--- src/design/io_ports_map.vh ---
// constants for the configurable i/o ports
`ifndef IO_PORTS_MAP_VH
`define IO_PORTS_MAP_VH
// ----------------------------------------------------------------
// data memory addresses of the pin data registers
// ----------------------------------------------------------------
`define PORT_A_DATA_ADDR   8'h05
`define PORT_B_DATA_ADDR   8'h06
`define PORT_C_DATA_ADDR   8'h07
// ----------------------------------------------------------------
// selector codes
// ----------------------------------------------------------------
`define SEL_COMPARATOR     8'h08
`define SEL_WAKE_PENDING   8'h09
`define SEL_WAKE_EDGE      8'h0a
`define SEL_WAKE_ENABLE    8'h0b
`define SEL_SCHMITT        8'h0c
`define SEL_THRESHOLD      8'h0d
`define SEL_PULLUP         8'h0e
`define SEL_DIRECTION      8'h0f
// ----------------------------------------------------------------
// reset values and port widths
// ----------------------------------------------------------------
`define SELECTOR_RESET     8'h0f
`define CONFIG_RESET       8'hff
`define LATCH_RESET        8'h00
`define PORT_A_WIDTH       4
`define PORT_BC_WIDTH      8
`endif

--- src/design/pin_sync.v ---
// two-flop synchroniser for a group of pin levels
module pin_sync #(
	parameter WIDTH = 8
) (
	input  wire             mclk_i,
	input  wire             reset_i,
	input  wire [WIDTH-1:0] pin_i,
	output reg  [WIDTH-1:0] level_o
);
	reg [WIDTH-1:0] stage;

	// first stage feeds only the second
	always @(posedge mclk_i) begin
		if (reset_i) begin
			stage   <= {WIDTH{1'b0}};
			level_o <= {WIDTH{1'b0}};
		end else begin
			stage   <= pin_i;
			level_o <= stage;
		end
	end
endmodule

--- src/design/port_slice.v ---
// one port: output latch and configuration registers
module port_slice #(
	parameter WIDTH       = 8,
	parameter HAS_SCHMITT = 1
) (
	input  wire             mclk_i,
	input  wire             reset_i,
	input  wire             data_we_i,
	input  wire             ctl_we_i,
	input  wire [7:0]       selector_i,
	input  wire [7:0]       wdata_i,
	output reg  [WIDTH-1:0] latch_o,
	output reg  [WIDTH-1:0] direction_o,
	output reg  [WIDTH-1:0] threshold_o,
	output reg  [WIDTH-1:0] pullup_disable_o,
	output reg  [WIDTH-1:0] schmitt_disable_o
);
`include "io_ports_map.vh"

	// reset codes are a byte wide; a narrow port keeps only the low bits
	localparam [7:0] LATCH_INIT = `LATCH_RESET;
	localparam [7:0] CFG_INIT   = `CONFIG_RESET;

	// latch kept regardless of direction
	always @(posedge mclk_i) begin
		if (reset_i) begin
			latch_o           <= LATCH_INIT[WIDTH-1:0];
			direction_o       <= CFG_INIT[WIDTH-1:0]; // RL4
			threshold_o       <= CFG_INIT[WIDTH-1:0]; // RL4
			pullup_disable_o  <= CFG_INIT[WIDTH-1:0]; // RL4
			schmitt_disable_o <= CFG_INIT[WIDTH-1:0]; // RL4
		end else begin
			if (data_we_i)
				latch_o <= wdata_i[WIDTH-1:0];
			if (ctl_we_i) begin
				if (selector_i == `SEL_DIRECTION)
					direction_o <= wdata_i[WIDTH-1:0];
				else if (selector_i == `SEL_PULLUP)
					pullup_disable_o <= wdata_i[WIDTH-1:0];
				else if (selector_i == `SEL_THRESHOLD)
					threshold_o <= wdata_i[WIDTH-1:0];
				else if (selector_i == `SEL_SCHMITT && HAS_SCHMITT != 0)
					schmitt_disable_o <= wdata_i[WIDTH-1:0];
			end
		end
	end
endmodule

--- src/design/configurable_io_ports.v ---
// three configurable i/o ports behind the cpu core
// ----------------------------------------------------------------
// Summary of operation
// RL1: port a is four bits, ports b and c eight bits.
// RL2: port a registers use only low nibble; upper bits ignored.
// RL3: register bit n controls or reflects pin n.
// RL4: reset sets all configuration bits to one.
// RL5: direction one is hi-z input, zero enables driver.
// RL6: data registers sit at addresses 05h, 06h, 07h.
// RL7: data write stores latch, drives output pins.
// RL8: latch written while input drives later once output.
// RL9: data read returns sampled pins, never latch.
// RL10: driven-high pin held low reads zero.
// RL11: software puts a nop between back-to-back bit operations.
// RL12: control write targets register chosen by port and selector.
// RL13: selector not in data memory; own write and read.
// RL14: reset loads selector with 0fh.
// RL15: selector holds until software writes it again.
// RL16: software loads only selector values 08h to 0fh.
// RL17: selector 0eh routes control writes to pullup registers.
// RL18: pullup bit one disconnects, zero connects.
// RL19: schmitt selection only on ports b and c.
// RL20: port b pins also serve wakeup and comparator.
// RL21: threshold bit one ttl, zero cmos.
// RL22: schmitt bit zero enables schmitt under selector 0ch.
// RL23: wake edge under 0ah: zero rising, one falling.
// RL24: control writes with no target register are ignored.
// ----------------------------------------------------------------
module configurable_io_ports #(
	parameter A_WIDTH = 4,
	parameter B_WIDTH = 8,
	parameter C_WIDTH = 8
) (
	input  wire               mclk_i,
	input  wire               reset_i,
	input  wire [7:0]         file_addr_i,
	input  wire               file_we_i,
	input  wire               file_re_i,
	input  wire [7:0]         file_wdata_i,
	output reg  [7:0]         file_rdata_o,
	output reg                file_hit_o,
	input  wire               sel_we_i,
	input  wire [7:0]         sel_wdata_i,
	output wire [7:0]         selector_o,
	input  wire               ctl_we_a_i,
	input  wire               ctl_we_b_i,
	input  wire               ctl_we_c_i,
	input  wire [7:0]         ctl_wdata_i,
	input  wire [A_WIDTH-1:0] port_a_i,
	output wire [A_WIDTH-1:0] port_a_o,
	output wire [A_WIDTH-1:0] port_a_oe_n_o,
	output wire [A_WIDTH-1:0] port_a_pullup_disable_o,
	output wire [A_WIDTH-1:0] port_a_input_threshold_o,
	input  wire [B_WIDTH-1:0] port_b_i,
	output wire [B_WIDTH-1:0] port_b_o,
	output wire [B_WIDTH-1:0] port_b_oe_n_o,
	output wire [B_WIDTH-1:0] port_b_pullup_disable_o,
	output wire [B_WIDTH-1:0] port_b_input_threshold_o,
	output wire [B_WIDTH-1:0] port_b_schmitt_disable_o,
	output wire [B_WIDTH-1:0] port_b_level_o,
	output reg                wake_reg_we_o,
	output reg  [7:0]         wake_reg_sel_o,
	output reg  [7:0]         wake_reg_wdata_o,
	input  wire [C_WIDTH-1:0] port_c_i,
	output wire [C_WIDTH-1:0] port_c_o,
	output wire [C_WIDTH-1:0] port_c_oe_n_o,
	output wire [C_WIDTH-1:0] port_c_pullup_disable_o,
	output wire [C_WIDTH-1:0] port_c_input_threshold_o,
	output wire [C_WIDTH-1:0] port_c_schmitt_disable_o
);
`include "io_ports_map.vh"

	// ----------------------------------------------------------------
	// selector
	// ----------------------------------------------------------------
	reg  [7:0] selector;
	wire [7:0] next_selector;

	// a stray reserved code is stored as written; it simply reaches nothing
	assign next_selector = sel_we_i ? sel_wdata_i : selector; // RL15
	always @(posedge mclk_i) begin
		if (reset_i)
			selector <= `SELECTOR_RESET; // RL14
		else
			selector <= next_selector; // RL13
	end
	assign selector_o = selector; // RL13

	// ----------------------------------------------------------------
	// data write decode
	// ----------------------------------------------------------------
	reg we_a;
	reg we_b;
	reg we_c;

	always @* begin
		we_a = 1'b0;
		we_b = 1'b0;
		we_c = 1'b0;
		if (file_we_i && file_addr_i == `PORT_A_DATA_ADDR)
			we_a = 1'b1; // RL6
		else if (file_we_i && file_addr_i == `PORT_B_DATA_ADDR)
			we_b = 1'b1; // RL6
		else if (file_we_i && file_addr_i == `PORT_C_DATA_ADDR)
			we_c = 1'b1; // RL6
	end

	// ----------------------------------------------------------------
	// port slices
	// ----------------------------------------------------------------
	wire [A_WIDTH-1:0] latch_a;
	wire [A_WIDTH-1:0] dir_a;
	wire [B_WIDTH-1:0] latch_b;
	wire [B_WIDTH-1:0] dir_b;
	wire [C_WIDTH-1:0] latch_c;
	wire [C_WIDTH-1:0] dir_c;

	// port a slice has no schmitt register; its writes under 0ch drop
	port_slice #(.WIDTH(A_WIDTH), .HAS_SCHMITT(0)) u_port_a ( // RL19
		.mclk_i            (mclk_i),
		.reset_i           (reset_i),
		.data_we_i         (we_a),
		.ctl_we_i          (ctl_we_a_i), // RL12
		.selector_i        (selector),
		.wdata_i           (we_a ? file_wdata_i : ctl_wdata_i), // RL2
		.latch_o           (latch_a),
		.direction_o       (dir_a),
		.threshold_o       (port_a_input_threshold_o),
		.pullup_disable_o  (port_a_pullup_disable_o),
		.schmitt_disable_o ()
	);

	port_slice #(.WIDTH(B_WIDTH), .HAS_SCHMITT(1)) u_port_b (
		.mclk_i            (mclk_i),
		.reset_i           (reset_i),
		.data_we_i         (we_b),
		.ctl_we_i          (ctl_we_b_i), // RL12
		.selector_i        (selector),
		.wdata_i           (we_b ? file_wdata_i : ctl_wdata_i),
		.latch_o           (latch_b),
		.direction_o       (dir_b),
		.threshold_o       (port_b_input_threshold_o), // RL21
		.pullup_disable_o  (port_b_pullup_disable_o), // RL17
		.schmitt_disable_o (port_b_schmitt_disable_o) // RL22
	);

	port_slice #(.WIDTH(C_WIDTH), .HAS_SCHMITT(1)) u_port_c (
		.mclk_i            (mclk_i),
		.reset_i           (reset_i),
		.data_we_i         (we_c),
		.ctl_we_i          (ctl_we_c_i), // RL12
		.selector_i        (selector),
		.wdata_i           (we_c ? file_wdata_i : ctl_wdata_i),
		.latch_o           (latch_c),
		.direction_o       (dir_c),
		.threshold_o       (port_c_input_threshold_o),
		.pullup_disable_o  (port_c_pullup_disable_o), // RL18
		.schmitt_disable_o (port_c_schmitt_disable_o)
	);

	// ----------------------------------------------------------------
	// pin drive
	// ----------------------------------------------------------------
	// latch goes out whenever direction is zero, whatever came first
	assign port_a_o      = latch_a; // RL7 RL8
	assign port_a_oe_n_o = dir_a; // RL5
	assign port_b_o      = latch_b; // RL7
	assign port_b_oe_n_o = dir_b; // RL5
	assign port_c_o      = latch_c; // RL3
	assign port_c_oe_n_o = dir_c; // RL5

	// ----------------------------------------------------------------
	// pin sampling
	// ----------------------------------------------------------------
	wire [A_WIDTH-1:0] level_a;
	wire [B_WIDTH-1:0] level_b;
	wire [C_WIDTH-1:0] level_c;

	pin_sync #(.WIDTH(A_WIDTH)) u_sync_a (
		.mclk_i  (mclk_i),
		.reset_i (reset_i),
		.pin_i   (port_a_i),
		.level_o (level_a)
	);

	pin_sync #(.WIDTH(B_WIDTH)) u_sync_b (
		.mclk_i  (mclk_i),
		.reset_i (reset_i),
		.pin_i   (port_b_i),
		.level_o (level_b)
	);

	pin_sync #(.WIDTH(C_WIDTH)) u_sync_c (
		.mclk_i  (mclk_i),
		.reset_i (reset_i),
		.pin_i   (port_c_i),
		.level_o (level_c)
	);

	// synchronised port b levels go to the wakeup and comparator logic
	assign port_b_level_o = level_b; // RL20

	// ----------------------------------------------------------------
	// file register read
	// ----------------------------------------------------------------
	reg [7:0] next_rdata;
	reg       next_hit;

	// the pin, not the latch, is read so a shorted output reads low
	always @* begin
		next_rdata = 8'h00;
		next_hit   = 1'b0;
		if (file_addr_i == `PORT_A_DATA_ADDR) begin
			next_rdata = {{(8-A_WIDTH){1'b0}}, level_a}; // RL9 RL2
			next_hit   = 1'b1;
		end else if (file_addr_i == `PORT_B_DATA_ADDR) begin
			next_rdata = level_b; // RL9 RL10
			next_hit   = 1'b1;
		end else if (file_addr_i == `PORT_C_DATA_ADDR) begin
			next_rdata = level_c; // RL9 RL1
			next_hit   = 1'b1;
		end
	end

	always @(posedge mclk_i) begin
		if (reset_i) begin
			file_rdata_o <= 8'h00;
			file_hit_o   <= 1'b0;
		end else begin
			file_rdata_o <= file_re_i ? next_rdata : 8'h00;
			file_hit_o   <= file_re_i & next_hit;
		end
	end

	// ----------------------------------------------------------------
	// port b wakeup and comparator hand-off
	// ----------------------------------------------------------------
	// codes 08h-0bh belong to logic outside this block; pass them on
	always @(posedge mclk_i) begin
		if (reset_i) begin
			wake_reg_we_o    <= 1'b0;
			wake_reg_sel_o   <= 8'h00;
			wake_reg_wdata_o <= 8'h00;
		end else begin
			wake_reg_we_o <= ctl_we_b_i &&
				selector >= `SEL_COMPARATOR &&
				selector <= `SEL_WAKE_ENABLE; // RL20 RL23 RL24
			wake_reg_sel_o   <= selector;
			wake_reg_wdata_o <= ctl_wdata_i;
		end
	end
endmodule

--- config.mk ---
export PLATFORM = sky130hd
export DESIGN_NAME = configurable_io_ports
export DESIGN_NICKNAME = d
export VERILOG_FILES = /design/src/design/pin_sync.v /design/src/design/port_slice.v /design/src/design/configurable_io_ports.v
export VERILOG_INCLUDE_DIRS = /design/src /design/src/design
export SDC_FILE = /design/constraint.sdc
export NUM_CORES = 1
export LEC_CHECK = 0
export ABC_AREA = 1
export BUFFER_PORTS_ARGS = -buffer_cell sky130_fd_sc_hd__buf_2
export CAP_MARGIN = 10
export CORE_MARGIN = 1.5
export CORE_UTILIZATION = 30
export DETAILED_ROUTE_END_ITERATION = 12
export GPL_ROUTABILITY_DRIVEN = 0
export SLEW_MARGIN = 20
export SYNTH_ARGS = -nofsm -noshare
export SYNTH_HDL_FRONTEND = slang
export SYNTH_HIERARCHICAL = 1
export SYNTH_SLANG_ARGS = --single-unit
--- constraint.sdc ---
create_clock -name mclk_i -period 1.7 [get_ports mclk_i]
set_clock_uncertainty 0.1 [all_clocks]
set_input_delay 0.085 -clock mclk_i [delete_from_list [all_inputs] [get_ports mclk_i]]
set_output_delay 0.085 -clock mclk_i [all_outputs]
set_load 0.005 [all_outputs]
After elaboration in Yosys (flattened, before gate mapping)
Index checks and enable logic that the tools add are counted.

cells by class
  equality and inequality tests = 7
  muxes and demuxes = 15
  bitwise logic cells = 5
  reductions and logical operators = 18
  order comparisons = 2

operators with widths
  cell                  number
  $eq A8 B4 Y1 const B  4
  $mux W8               4
  $eq A8 B3 Y1 const B  3
  $reduce_and A4 Y1     3
  $reduce_and A5 Y1     2
  $mux W1               9
  $reduce_and A3 Y1     3
  $ge A8 B4 Y1 const B  1
  $le A8 B4 Y1 const B  1
  $mux W4               2
  $reduce_and A2 Y1     3
  $logic_and A1 B1 Y1   5
  $not A1 Y1            4
  $reduce_or A3 Y1      1
  $reduce_or A2 Y1      1
  $and A1 B1 Y1         1

storage, ports and cells
  flip-flop bits (word level) = 170
  input port bits = 60
  output and inout bits = 138
  word-level logic and storage cells = 74

Depth between registers and ports, before layout
  word-level depth = 6
  gate-level depth with buffers = 10
  gate-level depth less buffers = 9

By module
The synthesis kept the hierarchy.

modules (own cells, without submodules)
  module                      area each (um^2)  cells each  times used  sequential area each (um^2)
  port_slice at u_port_b ...  1565.3            193         2           800.8
  configurable_io_ports       1642.8            221         1           680.7
  pin_sync at u_sync_b ...    474.2             50          2           320.3
  port_slice at u_port_a      765.7             94          1           320.3
  pin_sync at u_sync_a        231.5             25          1           160.2

Worst setup path after synthesis
No wires, ideal clock.

  path kind = register to register
  start = reg selector[1] (netlist: selector_o[1])
  end = reg u_port_b.direction_o[0]
  data arrival time = 1207 ps
  clock period less this slack = 1437 ps
  buffers on the path = 0
  stages on the path, launching flop included = 8
  data required time = 1470 ps
  setup time = 130 ps
  slack = 263 ps
  cell sequence = dfxtp_1 -> nand2_1 -> inv_1 -> nand2_2 -> nor2_8 -> nand2_4 -> nand2_1 -> nand3_1

between the ends
  longest elaborated chain between the ends = 2

RTL lines
  what                                line                        RTL
  start, declared                     configurable_io_ports.v:76  reg [7:0] selector;
  start signal, assigned              configurable_io_ports.v:83  selector <= `SELECTOR_RESET;
  start signal, assigned              configurable_io_ports.v:85  selector <= next_selector;
  $eq A8 B4 Y1 (no source line)       n/a
  $reduce_and A2 Y1 (no source line)  n/a
  end signal, assigned                port_slice.v:28             direction_o <= CFG_INIT[WIDTH-1:0];
  end signal, assigned                port_slice.v:37             direction_o <= wdata_i[WIDTH-1:0];
  end, declared                       port_slice.v:13             output reg [WIDTH-1:0] direction_o,

No other way between the ends.
A chain may end at the register's enable or synchronous reset.

Final worst setup path
  start = reg selector[0] (netlist: selector_o[0])
  end = reg u_port_a.threshold_o[0]

between the ends
  longest elaborated chain between the ends = 3
  elaborated cells on any way between the ends = 6
  those cells by class = eq/ne: 3; bitwise: 2; reduce/logical: 1

RTL lines
  what                                  line             RTL
  $eq A8 B4 Y1 (no source line)         n/a
  $not A1 Y1 (no source line)           n/a
  $reduce_and A4 Y1 (no source line) *  n/a
  end signal, assigned                  port_slice.v:29  threshold_o <= CFG_INIT[WIDTH-1:0];
  end signal, assigned                  port_slice.v:41  threshold_o <= wdata_i[WIDTH-1:0];
  end, declared                         port_slice.v:14  output reg [WIDTH-1:0] threshold_o,

Every way passes the cells marked *; elsewhere a longest branch is shown, timed or not.

==> flow_summary_export.csv <==
group,metric,value,unit
global_routing,gr-usage-all-layers,0.168,
sta,max_freq,0.634,GHz
place,dp_hpwl,14.5,mm
finish,layout.nets,1147,
sta,fin_crit_sh,0.928,
worst_setup_path,worstSetupPathType,"reg2reg",
finish,drive_above_1_share,0.312,
global_routing,gr-total-overflow,0,
power_and_ir_drop,p_leak,4.64,nW
drt,drc_errors,0,
sta,worst_slack,0.123,ns
power_and_ir_drop,vdd_drop_max,600,µV
floorplan,coreArea,21800,µm²
drt,drtAntennaViolNets,0,
hold_path,hp-start,"reset_i",
logic_synthesis,post_synth_instance_area,6650,µm²
finish,finish.instance_area,9170,µm²
drt,via_per_inst,4.44,
worst_setup_path,arrival,1.84,ns
drt,vias,6126,
place,place_ws,-0.0146,ns
power_and_ir_drop,powerDensity,987,nW/µm²
floorplan,rows,54,
sta,period_needed,1.58,ns
worst_setup_path,crit_fanout,7,
finish,fin_util,0.422,
place,placed_cells,1305,
sta,hold_viol,0,
global_routing,grt_max_degree,41,
clocking,cts_root_buf,"clkbuf_16",
clocking,clk_path_buf_depth,2,
clocking,numCtsBuffers,17,
drt,drt_iter0_drc,331,
global_routing,grt_pass1_vias,5589,
worst_setup_path,crit_start,"selector_o[0]",
place,io_buffers,197,
clocking,cts_sinks,170,
clocking,cts.clk_slew.worst_paths,0.07,ns
floorplan,initial_utilization,0.306,
place,dpl_cell_area,8150,µm²
logic_synthesis,syn_nets,873,
clocking,cts_tree,"built",
floorplan,io_pins,198,
clocking,htree_levels,4,
finish,syn_to_final_growth,37.9,%
worst_setup_path,r2r-start,"selector_o[0]",
floorplan,die_x,152,µm
global_routing,grt_pass1_wl,30.7,mm
finish,layout.cells.non_filler,1381,
clocking,clk-insertion-delay-late,0.43,ns
sta,setup_viol,0,
worst_setup_path,end_kind,"flip-flop",
worst_setup_path,worst_setup_path_start_kind,"flip-flop",
sta,slew_viol_final,0,
floorplan,die_area,23100,µm²
sta,worst_pin_slew,0.616,ns
floorplan,dieHeight,152,µm
sta,slew_headroom,0.585,
job,maxCapViolCount,0,
hold_path,min_path_type,"in2reg",
logic_synthesis,syn-instance-count,813,
worst_setup_path,cp.required,1.96,ns
global_routing,antenna_found_initial,2,
logic_synthesis,syn_area_per_cell,8.18,µm²
logic_synthesis,synth_warnings,6,
clocking,cts_setup_buffers,0,
sta,rsz0062_at_grt,"no",
drt,wire_per_inst,14.1,µm
drt,wl,19.5,mm
drt,drt_pass1_iterations,5,
run_status,status,"finished, final reports clean",
[power by group]
group	total [mW]	leakage (nW)	switching [mW]	internal, mW
Clock	3.93	0.295	1.80	2.13
Sequential	4.18	1.39	0.0683	4.11
Combinational	0.949	2.95	0.572	0.377
[through the flow]
step / TNS (ns) / hold slack [ns] / power [mW]
after global placement: -0.0198 / 0.185 / 5.14
final: 0 / 0.0118 / 9.05
after CTS: 0 / 0.00383 / 9.16
after floorplan: 0 / 0.0686 / 4.78
after global routing: 0 / 0.0146 / 9.43
after detailed placement: -0.0435 / 0.192 / 5.15
[cell usage in the layout (no fill, tap or decap), drive strengths merged]
cell	n
a21oi	13
buf	239
bufinv	1
clkbuf	18
clkinv	8
dfxtp	170
diode	1
dlygate4sd3	43
inv	108
nand2	155
nand3	146
nand4	20
nor2	125
nor3	4
o21ai	50
[final timing paths]
check / slack [ns] / cells after the start / to
min: 0.01 / 2 / u_sync_c/level_o[5]
max: 0.12 / 7 / u_port_a/threshold_o[0]
max reg2reg: 0.12 / 7 / u_port_a/threshold_o[0]
min reg2reg: 0.30 / 2 / u_sync_b/level_o[5]
[final cells by class]
cell class / count / area (µm²)
fill: 2263 / 12600
multi-input combinational: 513 / 2670
clock inverter: 14 / 155
inverter: 103 / 398
timing repair buffer: 282 / 1760
sequential: 170 / 3400
clock buffer: 18 / 439
tap: 280 / 350
antenna: 1 / 2.50
[what timing repair did]
action                    CTS  global route
hold buffers               43             0
resized for setup           0             0
hold endpoints to repair   50             0
[worst max-delay path: stages, from the launching register on]
cell,delay [ns]
dfxtp_1,0.55
buf_4,0.21
inv_1,0.07
nor3_2,0.21
nand3_4,0.14
clkinv_2,0.09
nand2_1,0.05
nand3_1,0.09
[metal layers]
metal	up-vias	GRT usage	wire, µm
met1	2776	0.216	8810
met3	25	0.0408	957
met4	2	0.0564	365
met2	172	0.276	9360
met5	-	0	12
li1	3151	-	-
No activity file was read; power rests on OpenSTA's default activity.
